<file path="src/design/pps_pkg.sv">
// Package for the pump program flow sequencer: opcodes, offsets, timing.
package pps_pkg;

    localparam int PPS_CLK_HZ = 20000000;
    localparam int PPS_TENTH_MS = 100;
    localparam int PPS_TENTH_CYC = PPS_CLK_HZ / 1000 * PPS_TENTH_MS;
    localparam int PPS_LOW_HOLD_MS = 200;
    localparam int PPS_LOW_HOLD_CYC = PPS_CLK_HZ / 1000 * PPS_LOW_HOLD_MS;
    localparam int PPS_MAX_PAUSE_S = 99;
    localparam logic [7:0] PPS_TENTHS_SHOWN = 8'h01;
    localparam int PPS_LOOP_DEPTH = 3;
    localparam logic [6:0] PPS_FIRST_PHASE = 7'h01;

    // Register byte offsets.
    localparam logic [11:0] PPS_REG_CTRL = 12'h000;
    localparam logic [11:0] PPS_REG_CMD = 12'h004;
    localparam logic [11:0] PPS_REG_STATUS = 12'h008;
    localparam logic [11:0] PPS_REG_PHASE = 12'h00C;
    localparam logic [11:0] PPS_REG_TRAP = 12'h010;
    localparam logic [11:0] PPS_REG_TRIG = 12'h014;

    // CTRL bits.
    localparam int PPS_CTRL_RUN = 0;
    localparam int PPS_CTRL_ALARM = 1;
    localparam int PPS_CTRL_KEY_REDIR = 2;
    localparam int PPS_CTRL_TRIG_REDIR = 3;
    // CMD bits, write one to pulse.
    localparam int PPS_CMD_START = 0;
    localparam int PPS_CMD_STOP = 1;
    localparam int PPS_CMD_OTHER_KEY = 2;
    localparam int PPS_CMD_RUN_EVENT = 3;
    localparam int PPS_CMD_STEP_DONE = 4;

    localparam logic [7:0] PPS_DEF_TRIG_MODE = 8'h00;

    // Phase word: opcode in [11:8], argument in [7:0].
    typedef enum logic [3:0] {
        PPS_OP_PUMP = 4'h0,
        PPS_OP_STOP = 4'h1,
        PPS_OP_JUMP = 4'h2,
        PPS_OP_LOOP_START = 4'h3,
        PPS_OP_LOOP_END_CONT = 4'h4,
        PPS_OP_LOOP_END_CNT = 4'h5,
        PPS_OP_PAUSE = 4'h6,
        PPS_OP_IF_JUMP = 4'h7,
        PPS_OP_TRAP_EDGE_LEVEL = 4'h8,
        PPS_OP_TRAP_EITHER = 4'h9,
        PPS_OP_TRAP_CANCEL = 4'hA,
        PPS_OP_CLEAR_TOTAL = 4'hB,
        PPS_OP_TRIG_OVERRIDE = 4'hC,
        PPS_OP_SET_OUTPUT = 4'hD
    } pps_op_t;

    typedef struct packed {
        logic [6:0] start;
        logic [7:0] left;
    } pps_loop_t;

    typedef struct packed {
        logic start_key;
        logic stop_key;
        logic other_key;
        logic trig_start;
        logic trig_stop;
        logic event_in;
        logic prog_in;
    } pps_pins_t;

endpackage

</file>
<file path="src/design/pps_sequencer.sv">
// Program flow sequencer for a stored pumping program with APB registers.
// What this block does
// - Continuous loop end branches to latest unpaired loop start, else phase 1.
// - Unpaired loop end pairs with latest unpaired start, else phase 1.
// - Each paired loop end counts one iteration and returns to start.
// - Counted loop end continues after itself when done and releases pairing.
// - Loops nest up to three layers.
// - Nonzero pause waits that many seconds, showing a falling count.
// - Pause with decimal point lasts tenths of seconds, display shows 01.
// - Zero pause with point waits for a start trigger, then next phase.
// - The serial other-key command during that wait stops and resets the program; the other_key pin is not read.
// - With alarms on, buzzer sounds throughout the start-trigger wait.
// - Conditional jump goes to target when program input is low.
// - Event trap arms single shot, active until fired, redefined, cancelled or reset.
// - Edge-level trap fires on falling edge or serial command, or at setup if the input has already been low 200 ms.
// - A firing trap interrupts the program, jumps to target and disarms.
// - A new trap setup replaces any armed trap.
// - Either-edge trap fires on any edge of event input or serial command.
// - Trap cancel disarms any trap.
// - Clear total resets infused and withdrawn totals to zero.
// - Trigger override sets trigger mode; program start uses the default.
// - With redirection, stop fires the trap, or advances if none armed.
// - Redirection clears after firing and leaves trigger mode alone.
// - Set output drives the output pin low for 0, high for 1.
// - Running past the highest phase stops the program.
`timescale 1ns/1ps
module pps_sequencer
    import pps_pkg::*;
(
    input wire logic pclk,
    input wire logic presetn,
    input wire logic psel,
    input wire logic penable,
    input wire logic pwrite,
    input wire logic [11:0] paddr,
    input wire logic [31:0] pwdata,
    output logic [31:0] prdata,
    output logic pready,
    output logic pslverr,
    input wire pps_pins_t pins,
    input wire logic [11:0] phase_word,
    input wire logic [6:0] last_phase,
    output logic [6:0] phase_addr,
    output logic pumping,
    output logic step_start,
    output logic buzzer,
    output logic prog_out,
    output logic clear_total,
    output logic [7:0] trig_mode,
    output logic [7:0] display
);

    typedef enum logic [2:0] {
        S_IDLE, S_FETCH, S_EXEC, S_STEP, S_PAUSE, S_WAIT_START
    } pps_state_t;

    typedef struct packed {
        pps_state_t st;
        logic [6:0] pc;
        pps_loop_t [PPS_LOOP_DEPTH-1:0] stk;
        logic [1:0] depth;
        logic trap_armed;
        logic trap_either;
        logic [6:0] trap_target;
        logic [22:0] tick;
        logic [7:0] count;
        logic tenths;
        logic [22:0] low_cnt;
        logic ev_q;
        logic [3:0] key_q;
        logic [3:0] sub;
        logic [3:0] ctrl;
        logic [7:0] trig_mode;
        logic [31:0] prdata;
        logic pready;
        logic pslverr;
        logic step_start;
        logic pumping;
        logic buzzer;
        logic prog_out;
        logic clear_total;
        logic [7:0] display;
    } pps_regs_t;

    pps_regs_t r;
    pps_regs_t next_r;

    function automatic logic [6:0] pps_next_pc(input logic [6:0] pc);
        return pc + 7'h01;
    endfunction

    logic wr_acc;
    logic rd_acc;
    logic [31:0] rd_word;
    logic cmd_start;
    logic cmd_stop;
    logic cmd_other;
    logic cmd_run_ev;
    logic cmd_step_done;
    logic start_trig;
    logic stop_trig;
    logic ev_fall;
    logic ev_rise;
    logic stop_key_hit;
    logic trig_stop_hit;
    logic trap_fire;
    pps_op_t op;
    logic [7:0] arg;

    assign wr_acc = psel & penable & pwrite & ~r.pready;
    assign rd_acc = psel & penable & ~pwrite & ~r.pready;
    assign cmd_start = wr_acc && paddr == PPS_REG_CMD && pwdata[PPS_CMD_START];
    assign cmd_stop = wr_acc && paddr == PPS_REG_CMD && pwdata[PPS_CMD_STOP];
    assign cmd_other = wr_acc && paddr == PPS_REG_CMD
        && pwdata[PPS_CMD_OTHER_KEY];
    assign cmd_run_ev = wr_acc && paddr == PPS_REG_CMD
        && pwdata[PPS_CMD_RUN_EVENT];
    assign cmd_step_done = wr_acc && paddr == PPS_REG_CMD
        && pwdata[PPS_CMD_STEP_DONE];
    // Keys and triggers act once per press, not for as long as they are held.
    assign stop_key_hit = pins.stop_key & ~r.key_q[2];
    assign trig_stop_hit = pins.trig_stop & ~r.key_q[0];
    assign start_trig = cmd_start | (pins.start_key & ~r.key_q[3])
        | (pins.trig_start & ~r.key_q[1]);
    assign stop_trig = cmd_stop | stop_key_hit | trig_stop_hit;
    assign ev_fall = r.ev_q & ~pins.event_in;
    assign ev_rise = ~r.ev_q & pins.event_in;
    assign trap_fire = r.trap_armed && (cmd_run_ev || ev_fall
        || (r.trap_either && ev_rise));
    assign op = pps_op_t'(phase_word[11:8]);
    assign arg = phase_word[7:0];

    always_comb begin
        rd_word = 32'h0000_0000;
        case (paddr)
            PPS_REG_CTRL: rd_word = {28'h0, r.ctrl};
            PPS_REG_STATUS: rd_word = {16'h0, r.display, 1'b0,
                r.trap_armed, r.pumping, r.buzzer, r.prog_out, r.st};
            PPS_REG_PHASE: rd_word = {23'h0, r.depth, r.pc};
            PPS_REG_TRAP: rd_word = {23'h0, r.trap_either, 1'b0,
                r.trap_target};
            PPS_REG_TRIG: rd_word = {24'h0, r.trig_mode};
            default: rd_word = 32'h0000_0000;
        endcase
    end

    always_comb begin
        next_r = r;
        next_r.pready = psel & penable & ~r.pready;
        next_r.pslverr = 1'b0;
        next_r.step_start = 1'b0;
        next_r.clear_total = 1'b0;
        next_r.ev_q = pins.event_in;
        next_r.key_q = {pins.start_key, pins.stop_key, pins.trig_start,
            pins.trig_stop};
        if (rd_acc) begin
            next_r.prdata = rd_word;
            next_r.pslverr = !(paddr == PPS_REG_CTRL
                || paddr == PPS_REG_STATUS || paddr == PPS_REG_PHASE
                || paddr == PPS_REG_TRAP || paddr == PPS_REG_TRIG);
        end
        if (wr_acc) begin
            if (paddr == PPS_REG_CTRL) begin
                next_r.ctrl = pwdata[3:0];
            end else if (paddr == PPS_REG_TRIG) begin
                next_r.trig_mode = pwdata[7:0];
            end else if (paddr != PPS_REG_CMD) begin
                next_r.pslverr = 1'b1;
            end
        end
        if (pins.event_in) begin
            next_r.low_cnt = 23'h0;
        end else if (r.low_cnt != 23'(PPS_LOW_HOLD_CYC)) begin
            next_r.low_cnt = r.low_cnt + 23'h1;
        end
        case (r.st)
            S_IDLE: begin
                next_r.pumping = 1'b0;
                if (start_trig) begin
                    next_r.trig_mode = PPS_DEF_TRIG_MODE;
                    next_r.pc = PPS_FIRST_PHASE;
                    next_r.depth = 2'd0;
                    next_r.trap_armed = 1'b0;
                    next_r.st = S_FETCH;
                end
            end
            S_FETCH: begin
                if (r.pc > last_phase || r.pc == 7'h00) begin
                    next_r.st = S_IDLE;
                end else begin
                    next_r.st = S_EXEC;
                end
            end
            S_EXEC: begin
                next_r.pc = pps_next_pc(r.pc);
                next_r.st = S_FETCH;
                case (op)
                    PPS_OP_PUMP: begin
                        next_r.pc = r.pc;
                        next_r.pumping = 1'b1;
                        next_r.step_start = 1'b1;
                        next_r.st = S_STEP;
                    end
                    PPS_OP_STOP: next_r.st = S_IDLE;
                    PPS_OP_JUMP: next_r.pc = arg[6:0];
                    PPS_OP_LOOP_START: begin
                        if (r.depth != 2'(PPS_LOOP_DEPTH)) begin
                            // The scope begins after the mark, so a return
                            // never pushes the same loop a second time.
                            next_r.stk[r.depth].start = pps_next_pc(r.pc);
                            next_r.stk[r.depth].left = 8'h00;
                            next_r.depth = r.depth + 2'd1;
                        end
                    end
                    PPS_OP_LOOP_END_CONT: begin
                        if (r.depth == 2'd0) begin
                            next_r.pc = PPS_FIRST_PHASE;
                        end else begin
                            next_r.pc = {1'b0,
                                r.stk[r.depth - 2'd1].start[5:0]};
                        end
                    end
                    PPS_OP_LOOP_END_CNT: begin
                        if (r.depth == 2'd0) begin
                            // Implied start at phase 1 needs its own entry.
                            if (arg > 8'h01) begin
                                next_r.stk[0].start = {1'b1,
                                    PPS_FIRST_PHASE[5:0]};
                                next_r.stk[0].left = arg - 8'h02;
                                next_r.depth = 2'd1;
                                next_r.pc = PPS_FIRST_PHASE;
                            end
                        end else if (r.stk[r.depth - 2'd1].left == 8'h00
                            && r.stk[r.depth - 2'd1].start[6] == 1'b0
                            && arg > 8'h01
                            && r.stk[r.depth - 2'd1].left != 8'hFF) begin
                            // Fresh pairing: first iteration just finished.
                            next_r.stk[r.depth - 2'd1].left = arg - 8'h02;
                            next_r.stk[r.depth - 2'd1].start[6] = 1'b1;
                            next_r.pc = r.stk[r.depth - 2'd1].start;
                        end else if (r.stk[r.depth - 2'd1].start[6]
                            && r.stk[r.depth - 2'd1].left != 8'h00) begin
                            next_r.stk[r.depth - 2'd1].left =
                                r.stk[r.depth - 2'd1].left - 8'h01;
                            next_r.pc = {1'b0,
                                r.stk[r.depth - 2'd1].start[5:0]};
                        end else begin
                            next_r.depth = r.depth - 2'd1;
                        end
                    end
                    PPS_OP_PAUSE: begin
                        next_r.pc = r.pc;
                        next_r.tenths = arg[7];
                        next_r.tick = 23'h0;
                        next_r.sub = 4'h0;
                        if (arg[6:0] == 7'h00 && arg[7]) begin
                            next_r.st = S_WAIT_START;
                        end else if (arg[6:0] == 7'h00) begin
                            next_r.pc = pps_next_pc(r.pc);
                        end else begin
                            next_r.count = {1'b0, arg[6:0]};
                            next_r.st = S_PAUSE;
                        end
                        next_r.pumping = 1'b0;
                    end
                    PPS_OP_IF_JUMP: begin
                        if (!pins.prog_in) begin
                            next_r.pc = arg[6:0];
                        end
                    end
                    PPS_OP_TRAP_EDGE_LEVEL, PPS_OP_TRAP_EITHER: begin
                        next_r.trap_armed = 1'b1;
                        next_r.trap_target = arg[6:0];
                        next_r.trap_either = (op == PPS_OP_TRAP_EITHER);
                        if (op == PPS_OP_TRAP_EDGE_LEVEL
                            && r.low_cnt == 23'(PPS_LOW_HOLD_CYC)) begin
                            next_r.trap_armed = 1'b0;
                            next_r.pc = arg[6:0];
                        end
                    end
                    PPS_OP_TRAP_CANCEL: next_r.trap_armed = 1'b0;
                    PPS_OP_CLEAR_TOTAL: next_r.clear_total = 1'b1;
                    PPS_OP_TRIG_OVERRIDE: next_r.trig_mode = arg;
                    PPS_OP_SET_OUTPUT: next_r.prog_out = arg[0];
                    default: next_r.st = S_FETCH;
                endcase
            end
            S_STEP: begin
                if (cmd_step_done) begin
                    next_r.pc = pps_next_pc(r.pc);
                    next_r.st = S_FETCH;
                end
            end
            S_PAUSE: begin
                next_r.display = r.tenths ? PPS_TENTHS_SHOWN : r.count;
                if (r.tick == 23'(PPS_TENTH_CYC - 1)) begin
                    next_r.tick = 23'h0;
                    next_r.sub = r.sub + 4'h1;
                    // Whole-second pauses step the count every ten tenths.
                    if (r.tenths || r.sub == 4'h9) begin
                        next_r.sub = 4'h0;
                        next_r.count = r.count - 8'h01;
                        if (r.count == 8'h01) begin
                            next_r.pc = pps_next_pc(r.pc);
                            next_r.st = S_FETCH;
                        end
                    end
                end else begin
                    next_r.tick = r.tick + 23'h1;
                end
            end
            S_WAIT_START: begin
                next_r.buzzer = r.ctrl[PPS_CTRL_ALARM];
                if (cmd_other) begin
                    next_r.st = S_IDLE;
                    next_r.buzzer = 1'b0;
                end else if (start_trig) begin
                    next_r.pc = pps_next_pc(r.pc);
                    next_r.st = S_FETCH;
                    next_r.buzzer = 1'b0;
                end
            end
            default: next_r.st = S_IDLE;
        endcase
        if (r.st != S_IDLE && stop_trig) begin
            if ((cmd_stop | stop_key_hit) && r.ctrl[PPS_CTRL_KEY_REDIR]
                || (cmd_stop | trig_stop_hit)
                && r.ctrl[PPS_CTRL_TRIG_REDIR]) begin
                if (r.trap_armed) begin
                    next_r.trap_armed = 1'b0;
                    next_r.pc = r.trap_target;
                    next_r.ctrl[PPS_CTRL_KEY_REDIR] = 1'b0;
                    next_r.ctrl[PPS_CTRL_TRIG_REDIR] = 1'b0;
                end else begin
                    next_r.pc = pps_next_pc(r.pc);
                end
                next_r.buzzer = 1'b0;
                next_r.st = S_FETCH;
            end else begin
                next_r.st = S_IDLE;
                next_r.buzzer = 1'b0;
            end
        end else if (r.st != S_IDLE && trap_fire) begin
            next_r.trap_armed = 1'b0;
            next_r.pc = r.trap_target;
            next_r.buzzer = 1'b0;
            next_r.st = S_FETCH;
        end
        if (next_r.st == S_IDLE) begin
            next_r.pumping = 1'b0;
        end
    end

    always_ff @(posedge pclk or negedge presetn) begin
        if (!presetn) begin
            r <= '0;
            r.st <= S_IDLE;
            r.pc <= PPS_FIRST_PHASE;
            r.ev_q <= 1'b1;
            r.trig_mode <= PPS_DEF_TRIG_MODE;
        end else begin
            r <= next_r;
        end
    end

    assign prdata = r.prdata;
    assign pready = r.pready;
    assign pslverr = r.pslverr;
    assign phase_addr = r.pc;
    assign pumping = r.pumping;
    assign step_start = r.step_start;
    assign buzzer = r.buzzer;
    assign prog_out = r.prog_out;
    assign clear_total = r.clear_total;
    assign trig_mode = r.trig_mode;
    assign display = r.display;

endmodule
</file>
<file path="config.mk">
export PLATFORM = sky130hd
export DESIGN_NAME = pps_sequencer
export DESIGN_NICKNAME = d
export VERILOG_FILES = /design/src/design/pps_pkg.sv /design/src/design/pps_sequencer.sv
export SDC_FILE = /design/constraint.sdc
export NUM_CORES = 1
export LEC_CHECK = 0
export ABC_AREA = 1
export BUFFER_PORTS_ARGS = -buffer_cell sky130_fd_sc_hd__buf_2
export CAP_MARGIN = 20
export CORE_MARGIN = 4
export CORE_UTILIZATION = 64
export DETAILED_ROUTE_END_ITERATION = 7
export PLACE_DENSITY = 0.93
export SLEW_MARGIN = 20
export SYNTH_ARGS = -nofsm -noshare
export SYNTH_HDL_FRONTEND = slang
export SYNTH_SLANG_ARGS = --single-unit
</file>
<file path="constraint.sdc">
create_clock -name pclk -period 5.8 [get_ports pclk]
set_input_delay 0.87 -clock pclk [delete_from_list [all_inputs] [get_ports pclk]]
set_output_delay 0.87 -clock pclk [all_outputs]
set_load 0.1 [all_outputs]
</file>
# [After elaboration in Yosys (flattened, before gate mapping)]
# Index checks and enable logic that the tools add are counted.
[classes] order_cmp=6 muxes=101 add_sub_neg=9 n_bitwise=26 reduce_logical=58 eq_ne=48
[op_table] op="bitwise mux 45 bit" n=5
[op_table] op="demux 15 bit (select 2 bit)" n=4
[op_table] op="two-way mux 52 bit" n=2
[op_table] op="case mux 47 bit (2 select lines)" n=1
[op_table] op="two-way mux 8 bit" n=11
[op_table] op="two-way mux 10 bit" n=8
[op_table] op="case mux 16 bit (5 select lines)" n=1
[op_table] op="two-way mux 23 bit" n=3
[op_table] op="two-way mux 7 bit" n=9
[op_table] op="case mux 31 bit (2 select lines)" n=1
[op_table] op="case mux 7 bit (7 select lines)" n=1
[op_table] op="two-way mux 47 bit" n=1
[op_table] op="adder 23 x 1 -> 23 bit (second input constant)" n=2
[op_table] op="two-way mux 15 bit" n=3
[op_table] op="case mux 7 bit (5 select lines)" n=1
[op_table] op="two-way mux 17 bit" n=2
[op_table] op="two-way mux 32 bit" n=1
[op_table] op="binary-select mux 15 bit (select 2 bit)" n=1
[op_table] op="two-way mux 30 bit" n=1
[op_table] op="equality test 4 bit (second input constant)" n=7
[op_table] op="equality test 12 x 4 -> 1 bit (second input constant)" n=2
[op_table] op="equality test 12 x 5 -> 1 bit (second input constant)" n=2
[op_table] op="equality test 23 x 21 -> 1 bit (second input constant)" n=1
[op_table] op="equality test 23 x 22 -> 1 bit (second input constant)" n=1
[op_table] op="60 further kinds" n=177
[totals] wordCells=279 reg_bits=189 out_inout_bits=62

# [Logic depth before layout (Yosys ltp)]
# Gate-level depths: netlist of the first run.
[logic_depth] depth_word=16 depth_mapped=23 ltp_nobuf=21

# [Least setup slack after synthesis of the first run]
# No wires, ideal clock.
[synth_timing] path_type="reg2reg" startpoint="register r[132] (netlist name)" endpoint="register r[152] (netlist name)" path_buffers=3 stages_incl_launch_ff=20 required_ns=5.661 t_arrival_ns=2.891 path_slack_ns=2.771 setup_time_ns=0.139 cell_sequence="dfrtp_1 inv_2 buf_4 ha_1 nor2_2 buf_4 inv_1 o21a_1 ha_1 nand3_2 nor2_2 nand3_2 nand2_2 nand2_4 nand2_4 nor2_8 inv_2 o21ai_4 buf_6 o22ai_2"
[synth_between] elab_chain_len=10 elab_cells_between_ends=40
[synth_rtl] item="start, declared" line_no="pps_sequencer.sv:85" text="pps_regs_t r;"
[synth_rtl] item="start signal, assigned" line_no="pps_sequencer.sv:362" text="r <= next_r;"
[synth_rtl] item="parallel branches: the longest is 10 deep, another holds subtractor 8 x 1 -> 8 bit"
# Several ways; the timed one is not identified. The select of a mux whose other input is x is not followed.
# A chain may end at the register's enable or synchronous reset.

# [Worst setup path after layout of the first run]
[layout_timing] startpoint="register r[132] (netlist name)" endpoint="register r[154] (netlist name)"
# The elaborated chain is that of the path after synthesis.

==> results.cfg, run 1 <==
[cts]
insertion_delay_ns = 0.43
cts_made_buffers = 17
clk_path_buf_depth = 2
cts_tree = yes
cts_resized = 0
clock-root-buffer = clkbuf_16
clock_sinks = 173
cts.clk_slew.worst_paths_ns = 0.07
htreeDepth = 4
postCtsHoldBufs = 0
post_cts_buffers = 0

[power_and_ir_drop]
ir_drop_mv = 0.409
p_per_area_nw_per_um2 = 434
cellLeakagePower_nw = 6.15

[floorplan]
die_x_um = 142
boundaryPins = 137
dieArea_um2 = 20300
rows = 48
core_um2 = 17500
chipHeight_um = 142
initial_core_util_pct = 66.2

[grt]
antenna_found_initial = 3
first_global_vias = 10700
grtUsageTotal_pct = 33.8
grt_pass1_wl_um = 54900
gr-total-overflow = 0
grt_max_degree = 67

[logic_synthesis]
netlist_area_um2 = 11600
synth_top_family_by_area = simple AND/OR/NAND/NOR gates
yosys_register_bits = 173
ys.flop_type = dfrtp_1
synth_fa_ha_area_share_pct = 2.81
ys_seq_area_share_pct = 37.5
synth_mux_area_share_pct = 0.746
synth_edf_count = 0
yosys.area_share.simple_pct = 25.5
synth_compound_area_share_pct = 17.9
ys_warn_count = 0
synth_xor_area_share_pct = 2.20
ys_types = 59
syn_inst = 1612
avgSynthCellArea_um2 = 7.17
async_reset_ff_share_pct = 100

[place]
place.gp.congestion = 1.03
portBuffers = 95
dp_hpwl_um = 25100

[final_layout]
fin_nets = 1762
syn2layout_area_growth_pct = 7.84
post_route_cells_drive_above_1_share_pct = 11.4
post-route-util_pct = 71.4
mostFrequentLayoutCell = nand2_1
fill_cells = 1385
most-common-layout-cells = nand2_1 (343), inv_1 (251), dfrtp_1 (171)

[sta]
fin_crit_sh_pct = 77.8
worst_pin_slew_ns = 1.08
setup_viol = 0
rsz0062_at_grt = false
max_slew_margin_pct = 28.0
fin_crit_ns = 4.51
fin_skew_ns = 0.00855
finalSetupTns_ns = 0
finalMaxSlewViolations = 0
clock.fmax_mhz = 221
finalHoldViolCount = 0

[detailed_routing]
drt-pass1-iter-count = 6
drt-initial-drc-count = 1465
via_per_inst = 6.14
vias = 11700
wl_um = 34200
wl_per_cell_um = 18.0
postRouteAntennaNets = 0
drc = 0

[run_status]
outcome = finished, final reports clean

[run]
drv_cap = 0

[worst_hold_path]
hold_path_class = in2async

[worst_setup_path]
cp.required_ns = 6.15
crit_fanout = 25
end_kind = flip-flop
worstSetupPathType = reg2reg
cp.arrival_ns = 4.87
cp-start-kind = flip-flop
## area by class of cell
class                      count  area [µm²]  share of cell area [%]
clock inverter                15         179                    1.43
timing repair buffer         100         519                    4.16
tap                          225         282                    2.26
inverter                     264         991                    7.94
clock buffer                  17         425                    3.41
antenna                        2        5.00                  0.0401
multi-input combinational   1105        5740                    46.0
sequential                   173        4330                    34.7
## flip-flops by register name (all words and copies together) (netlist names)
name and count:
pready 1, buzzer 1, phase_addr 7, pumping 1
clear_total 1, pslverr 1, trig_mode 8, r 127
display 8, prdata 16, step_start 1, prog_out 1
## Yosys cell counts (all sizes together), types with 5 or more instances
cell / count / area share [%]
a21oi: 56 / 2.5
nand3: 80 / 3.7
xor2: 25 / 1.9
o211ai: 11 / 0.71
o22ai: 63 / 3.7
buf: 66 / 4.2
nand4: 30 / 1.6
nor2: 145 / 5.2
nand2: 352 / 12
ha: 26 / 2.8
or2: 5 / 0.27
inv: 262 / 8.5
clkbuf: 19 / 0.62
dfrtp: 171 / 37
a211oi: 5 / 0.32
nor3: 44 / 2.0
mux2: 5 / 0.49
o31ai: 6 / 0.39
o21ai: 181 / 7.9
a31oi: 10 / 0.67
nor4: 10 / 0.59
## logic make-up after synthesis
family,after synthesis
simple gates,671
compound gates,355
buf+inv,349
flops,173
xor+xnor,29
fa+ha+maj,26
mux,8
other cells,1
## per-layer routing
metal  track usage (%)  part of all wire, %  up-vias
met4              11.9                  3.9        4
met5                 0                0.056        -
met2              52.4                   45      767
met3              8.94                   12      145
li1                  -                    -     5361
met1              46.1                   39     5392
## per-stage QoR
step	cell area, µm²	std cells	hold slack, ns	total power, mW	worst slack, ns
6_report	12500	1901	0.408	5.41	1.29
5_1_grt	12500	1900	0.463	5.71	1.03
4_1_cts	12500	1899	0.436	5.33	1.40
3_5_place_dp	11900	1867	0.455	4.13	1.43
3_3_place_gp	11900	1867	0.445	4.06	1.59
2_1_floorplan	11600	1627	0.442	3.56	2.77
## power breakdown
part	internal (mW)	switching, mW	leakage, nW
clock network	0.651	0.537	0.297
registers	1.45	0.233	2.21
logic	0.683	1.86	3.64
total	2.78	2.63	6.15
## path summary, 6_finish.rpt
path	endpoint	from	slack, ns	cells after the start
worst min register to register	pready$_DFF_PN0_	pready$_DFF_PN0_	0.46	1
worst max-delay path	r[154]$_DFFE_PN0P_	r[132]$_DFFE_PN0P_	1.29	18
worst min-delay path	r[165]$_DFFE_PN0P_	presetn	0.41	1
max in group asynchronous	r[128]$_DFFE_PN0P_	presetn	4.25	2
worst max register to register	r[154]$_DFFE_PN0P_	r[132]$_DFFE_PN0P_	1.29	18
min in group pclk	pready$_DFF_PN0_	pready$_DFF_PN0_	0.46	1
## critical path: stages, from the launching register on
cell and delay (ns):
dfrtp_1 0.33, buf_4 0.29, inv_2 0.07, ha_1 0.54, nor2_2 0.65, inv_1 0.13, o21a_1 0.24, ha_1 0.24
nand3_2 0.11, nor2_2 0.06, nand3_2 0.12, nand2_2 0.25, nand2_4 0.24, nand2_4 0.10, nor2_8 0.13, inv_2 0.06
o21ai_4 0.40, nand3_2 0.30, o22ai_2 0.17
Power figures use the tool's default switching activity.
==> run 2: changes to the inputs <==
Settings changed: CORE_UTILIZATION 64 to 60, PLACE_DENSITY 0.93 to 0.89.
Clock period 5.8 ns to 4.3 ns, I/O delays scaled along.
==> results.cfg, run 2 (synthesis gave the netlist of run 1 again) <==
[run_status]
outcome = finished, final reports clean

[power_and_ir_drop]
p_per_area_nw_per_um2 = 579
ir_drop_mv = 0.328
cellLeakagePower_nw = 6.16
p_total_mw = 7.27

[floorplan]
dieArea_um2 = 21600
boundaryPins = 137
chipHeight_um = 147
core_um2 = 18800
rows = 50
initial_core_util_pct = 61.4
die_x_um = 147

[detailed_routing]
drc = 0
wl_per_cell_um = 17.8
vias = 11600
via_per_inst = 5.99
drt-initial-drc-count = 1403
postRouteAntennaNets = 0
drt-pass1-iter-count = 7
wl_um = 34600

[grt]
antenna_found_initial = 3
grtUsageTotal_pct = 32.0
first_global_vias = 11000
grt_max_degree = 77
gr-total-overflow = 0
grt_pass1_wl_um = 56400

[worst_setup_path]
r2r_cells = 17
r2r-start = r[133]$_DFFE_PN0P_
regToRegEndpoint = r[154]$_DFFE_PN0P_
cp.required_ns = 4.66
worstSetupPathType = reg2reg
r2r_slack_ns = 0.63
cp-start-kind = flip-flop
end_kind = flip-flop
crit_fanout = 15
cp.arrival_ns = 4.03

[cts]
cts_made_buffers = 17
clock-root-buffer = clkbuf_16
clock_sinks = 173
htreeDepth = 4
insertion_delay_ns = 0.44
cts_resized = 0
clk_path_buf_depth = 2
cts.clk_slew.worst_paths_ns = 0.07
cts_tree = yes
post_cts_buffers = 0
postCtsHoldBufs = 0

[final_layout]
mostFrequentLayoutCell = nand2_1
post-route-util_pct = 66.7
final_cells = 1940
largest-register = r
post_route_cells_drive_above_1_share_pct = 11.7
syn2layout_area_growth_pct = 8.56
largest_reg_flops = 127
most-common-layout-cells = nand2_1 (343), inv_1 (251), dfrtp_1 (171)
fin_nets = 1767

[sta]
clock.fmax_mhz = 272
finalMaxSlewViolations = 0
rsz0062_at_grt = false
finalSetupTns_ns = 0
worst_pin_slew_ns = 0.876
finalHoldViolCount = 0
setup_viol = 0
max_slew_margin_pct = 41.3
fin_skew_ns = 0.0116
fin_crit_ns = 3.67
fin_crit_sh_pct = 85.4

[place]
portBuffers = 95
place.gp.congestion = 0.968
dp.cells = 1907
dp_hpwl_um = 25300

[worst_hold_path]
hold_path_class = in2async

[run]
drv_cap = 0
-- run 2: cell types whose count changed in the layout (fill, tap and decap cells not counted), sizes merged --
cell	before	now
bufinv	2	1
buf	100	105
inv	269	270
diode	2	1
clkinv	7	5
clkinvlp	1	3
-- run 2: power by group --
part	leakage [nW]	switching (mW)	internal (mW)
sequential	2.21	0.309	1.95
clock	0.284	0.745	0.829
combinational	3.67	2.50	0.940
-- run 2: worst max-delay path by stage --
stage	slack [ns]	to	startpoint
after floorplan	1.27	r[152]$_DFFE_PN0P_	r[132]$_DFFE_PN0P_
after global placement	0.84	r[155]$_DFFE_PN0P_	r[133]$_DFFE_PN0P_
after detailed placement	0.72	r[154]$_DFFE_PN0P_	r[133]$_DFFE_PN0P_
after CTS	0.69	r[154]$_DFFE_PN0P_	r[133]$_DFFE_PN0P_
after global routing	0.44	r[154]$_DFFE_PN0P_	r[133]$_DFFE_PN0P_
final	0.63	r[154]$_DFFE_PN0P_	r[133]$_DFFE_PN0P_
-- run 2: cell type report --
type                            instances  area [µm²]
Tap cell                              260         325
Inverter                              264         991
Fill cell                            1559        6270
Clock buffer                           17         425
Clock inverter                         15         170
Antenna cell                            1        2.50
Sequential cell                       173        4330
Multi-Input combinational cell       1105        5740
Timing Repair Buffer                  105         569
-- run 2: layer usage --
layer	global-route usage [%]	part of all wire, %
met5	0	0.043
met1	43.4	40
met4	10.6	3.1
met3	7.40	11
met2	51.0	45
-- run 2: critical path: stages (launching register included) --
cell     delay, ns
dfrtp_1       0.44
inv_1         0.25
ha_1          0.35
nor2_2        0.15
inv_1         0.06
o21a_1        0.21
ha_1          0.24
nand3_2       0.11
nor2_2        0.06
nand3_2       0.12
nand2_2       0.26
nand2_4       0.24
nand2_4       0.10
nor2_8        0.12
inv_2         0.06
o21ai_4       0.37
nand3_2       0.29
o22ai_2       0.16
-- run 2: through the flow --
step	cell area, µm²	hold WS [ns]	setup WS [ns]
2_1_floorplan	11600	0.349	1.27
3_3_place_gp	12000	0.450	0.837
3_5_place_dp	12000	0.469	0.724
4_1_cts	12600	0.253	0.695
5_1_grt	12600	0.284	0.437
6_report	12600	0.237	0.630
==> run 3: changes to the inputs <==
Settings changed: MAX_ROUTING_LAYER from default to met4.
==> results.cfg, run 3 (synthesis gave the netlist of run 1 again) <==
[grt]
grt_pass1_wl_um = 55600
first_global_vias = 11000
antenna_found_initial = 2
grtUsageTotal_pct = 32.8
gr-total-overflow = 0
grt_max_degree = 117

[worst_setup_path]
regToRegEndpoint = r[155]$_DFFE_PN0P_
end_kind = flip-flop
r2r_cells = 17
cp-start-kind = flip-flop
r2r-start = r[133]$_DFFE_PN0P_
worstSetupPathType = reg2reg
cp.required_ns = 4.68
r2r_slack_ns = 0.70
crit_fanout = 15
cp.arrival_ns = 3.97

[final_layout]
fill_cells = 1590
post_route_cells_drive_above_1_share_pct = 11.7
fin_area_um2 = 12600
syn2layout_area_growth_pct = 8.79
largest-register = r
fin_nets = 1767
largest_reg_flops = 127
most-common-layout-cells = nand2_1 (343), inv_1 (251), dfrtp_1 (171)
mostFrequentLayoutCell = nand2_1

[cts]
clk_path_buf_depth = 2
htreeDepth = 4
cts_made_buffers = 17
clock-root-buffer = clkbuf_16
cts_resized = 0
cts_tree = yes
clock_sinks = 173
post_cts_buffers = 0
insertion_delay_ns = 0.45
postCtsHoldBufs = 0
cts.clk_slew.worst_paths_ns = 0.09

[place]
place_area_um2 = 12000
place.gp.congestion = 1.00
portBuffers = 95
dp_hpwl_um = 25300

[detailed_routing]
wl_per_cell_um = 17.9
postRouteAntennaNets = 0
drt-pass1-iter-count = 8
vias = 11600
via_per_inst = 5.97
wl_um = 34700
drt-initial-drc-count = 1427
drc = 0

[floorplan]
core_um2 = 18800
dieArea_um2 = 21600
die_x_um = 147
chipHeight_um = 147
initial_core_util_pct = 61.4
boundaryPins = 137
rows = 50

[power_and_ir_drop]
ir_drop_mv = 0.302
cellLeakagePower_nw = 6.17
p_per_area_nw_per_um2 = 582
p_total_mw = 7.33

[sta]
fin_skew_ns = 0.0181
finalSetupTns_ns = 0
rsz0062_at_grt = false
hold_slack_ns = 0.152
worst_pin_slew_ns = 0.813
finalHoldViolCount = 0
setup_viol = 0
max_slew_margin_pct = 45.5
fin_crit_sh_pct = 83.6
clock.fmax_mhz = 278
finalMaxSlewViolations = 0
fin_crit_ns = 3.60

[worst_hold_path]
hold_path_class = in2async

[run_status]
outcome = finished, final reports clean

[run]
drv_cap = 0
run 3: final cells by class:
type	count	area, µm²	share of cell area, %
Multi-Input combinational cell	1105	5740	45.6
Sequential cell	173	4330	34.4
Inverter	264	991	7.88
Timing Repair Buffer	105	569	4.52
Clock buffer	17	425	3.38
Tap cell	260	325	2.59
Clock inverter	15	195	1.55
Antenna cell	2	5.00	0.0398
run 3: critical path, cell delays in order, from the launching register on:
cell     delay (ns)
dfrtp_1        0.43
inv_1          0.23
ha_1           0.35
nor2_2         0.15
inv_1          0.06
o21a_1         0.21
ha_1           0.24
nand3_2        0.11
nor2_2         0.06
nand3_2        0.12
nand2_2        0.24
nand2_4        0.22
nand2_4        0.09
nor2_8         0.12
inv_2          0.06
o21ai_4        0.38
nand3_2        0.28
o22ai_2        0.16
run 3: per-stage QoR:
| step | cells | util [%] | setup slack, ns |
|---|---|---|---|
| 3_5_place_dp | 1907 | 63.5 | 0.786 |
| 2_1_floorplan | 1627 | - | 1.27 |
| 3_3_place_gp | 1907 | 63.5 | 0.883 |
| 4_1_cts | 1939 | 66.8 | 0.762 |
| 6_report | 1941 | 66.8 | 0.704 |
| 5_1_grt | 1941 | 66.8 | 0.572 |
run 3: power breakdown:
part	internal [mW]	total [mW]	switching (mW)	leakage [nW]
Combinational	0.946	3.47	2.52	3.67
Clock	0.796	1.60	0.800	0.295
Sequential	1.95	2.26	0.310	2.21
Total	3.69	7.33	3.63	6.17
run 3: worst max-delay path by stage:
stage                              end  slack, ns               start
floorplan           r[152]$_DFFE_PN0P_       1.27  r[132]$_DFFE_PN0P_
global placement    r[156]$_DFFE_PN0P_       0.88  r[133]$_DFFE_PN0P_
detailed placement  r[155]$_DFFE_PN0P_       0.79  r[133]$_DFFE_PN0P_
CTS                 r[155]$_DFFE_PN0P_       0.76  r[133]$_DFFE_PN0P_
global route        r[155]$_DFFE_PN0P_       0.57  r[133]$_DFFE_PN0P_
finish              r[155]$_DFFE_PN0P_       0.70  r[133]$_DFFE_PN0P_
run 3: per-layer routing:
layer,track usage (%),routed length [µm],vias up
met5,-,0,-
met4,11.1,1050,0
met3,6.94,3720,112
met2,50.7,16000,690
met1,43.3,14000,5433
li1,-,-,5358
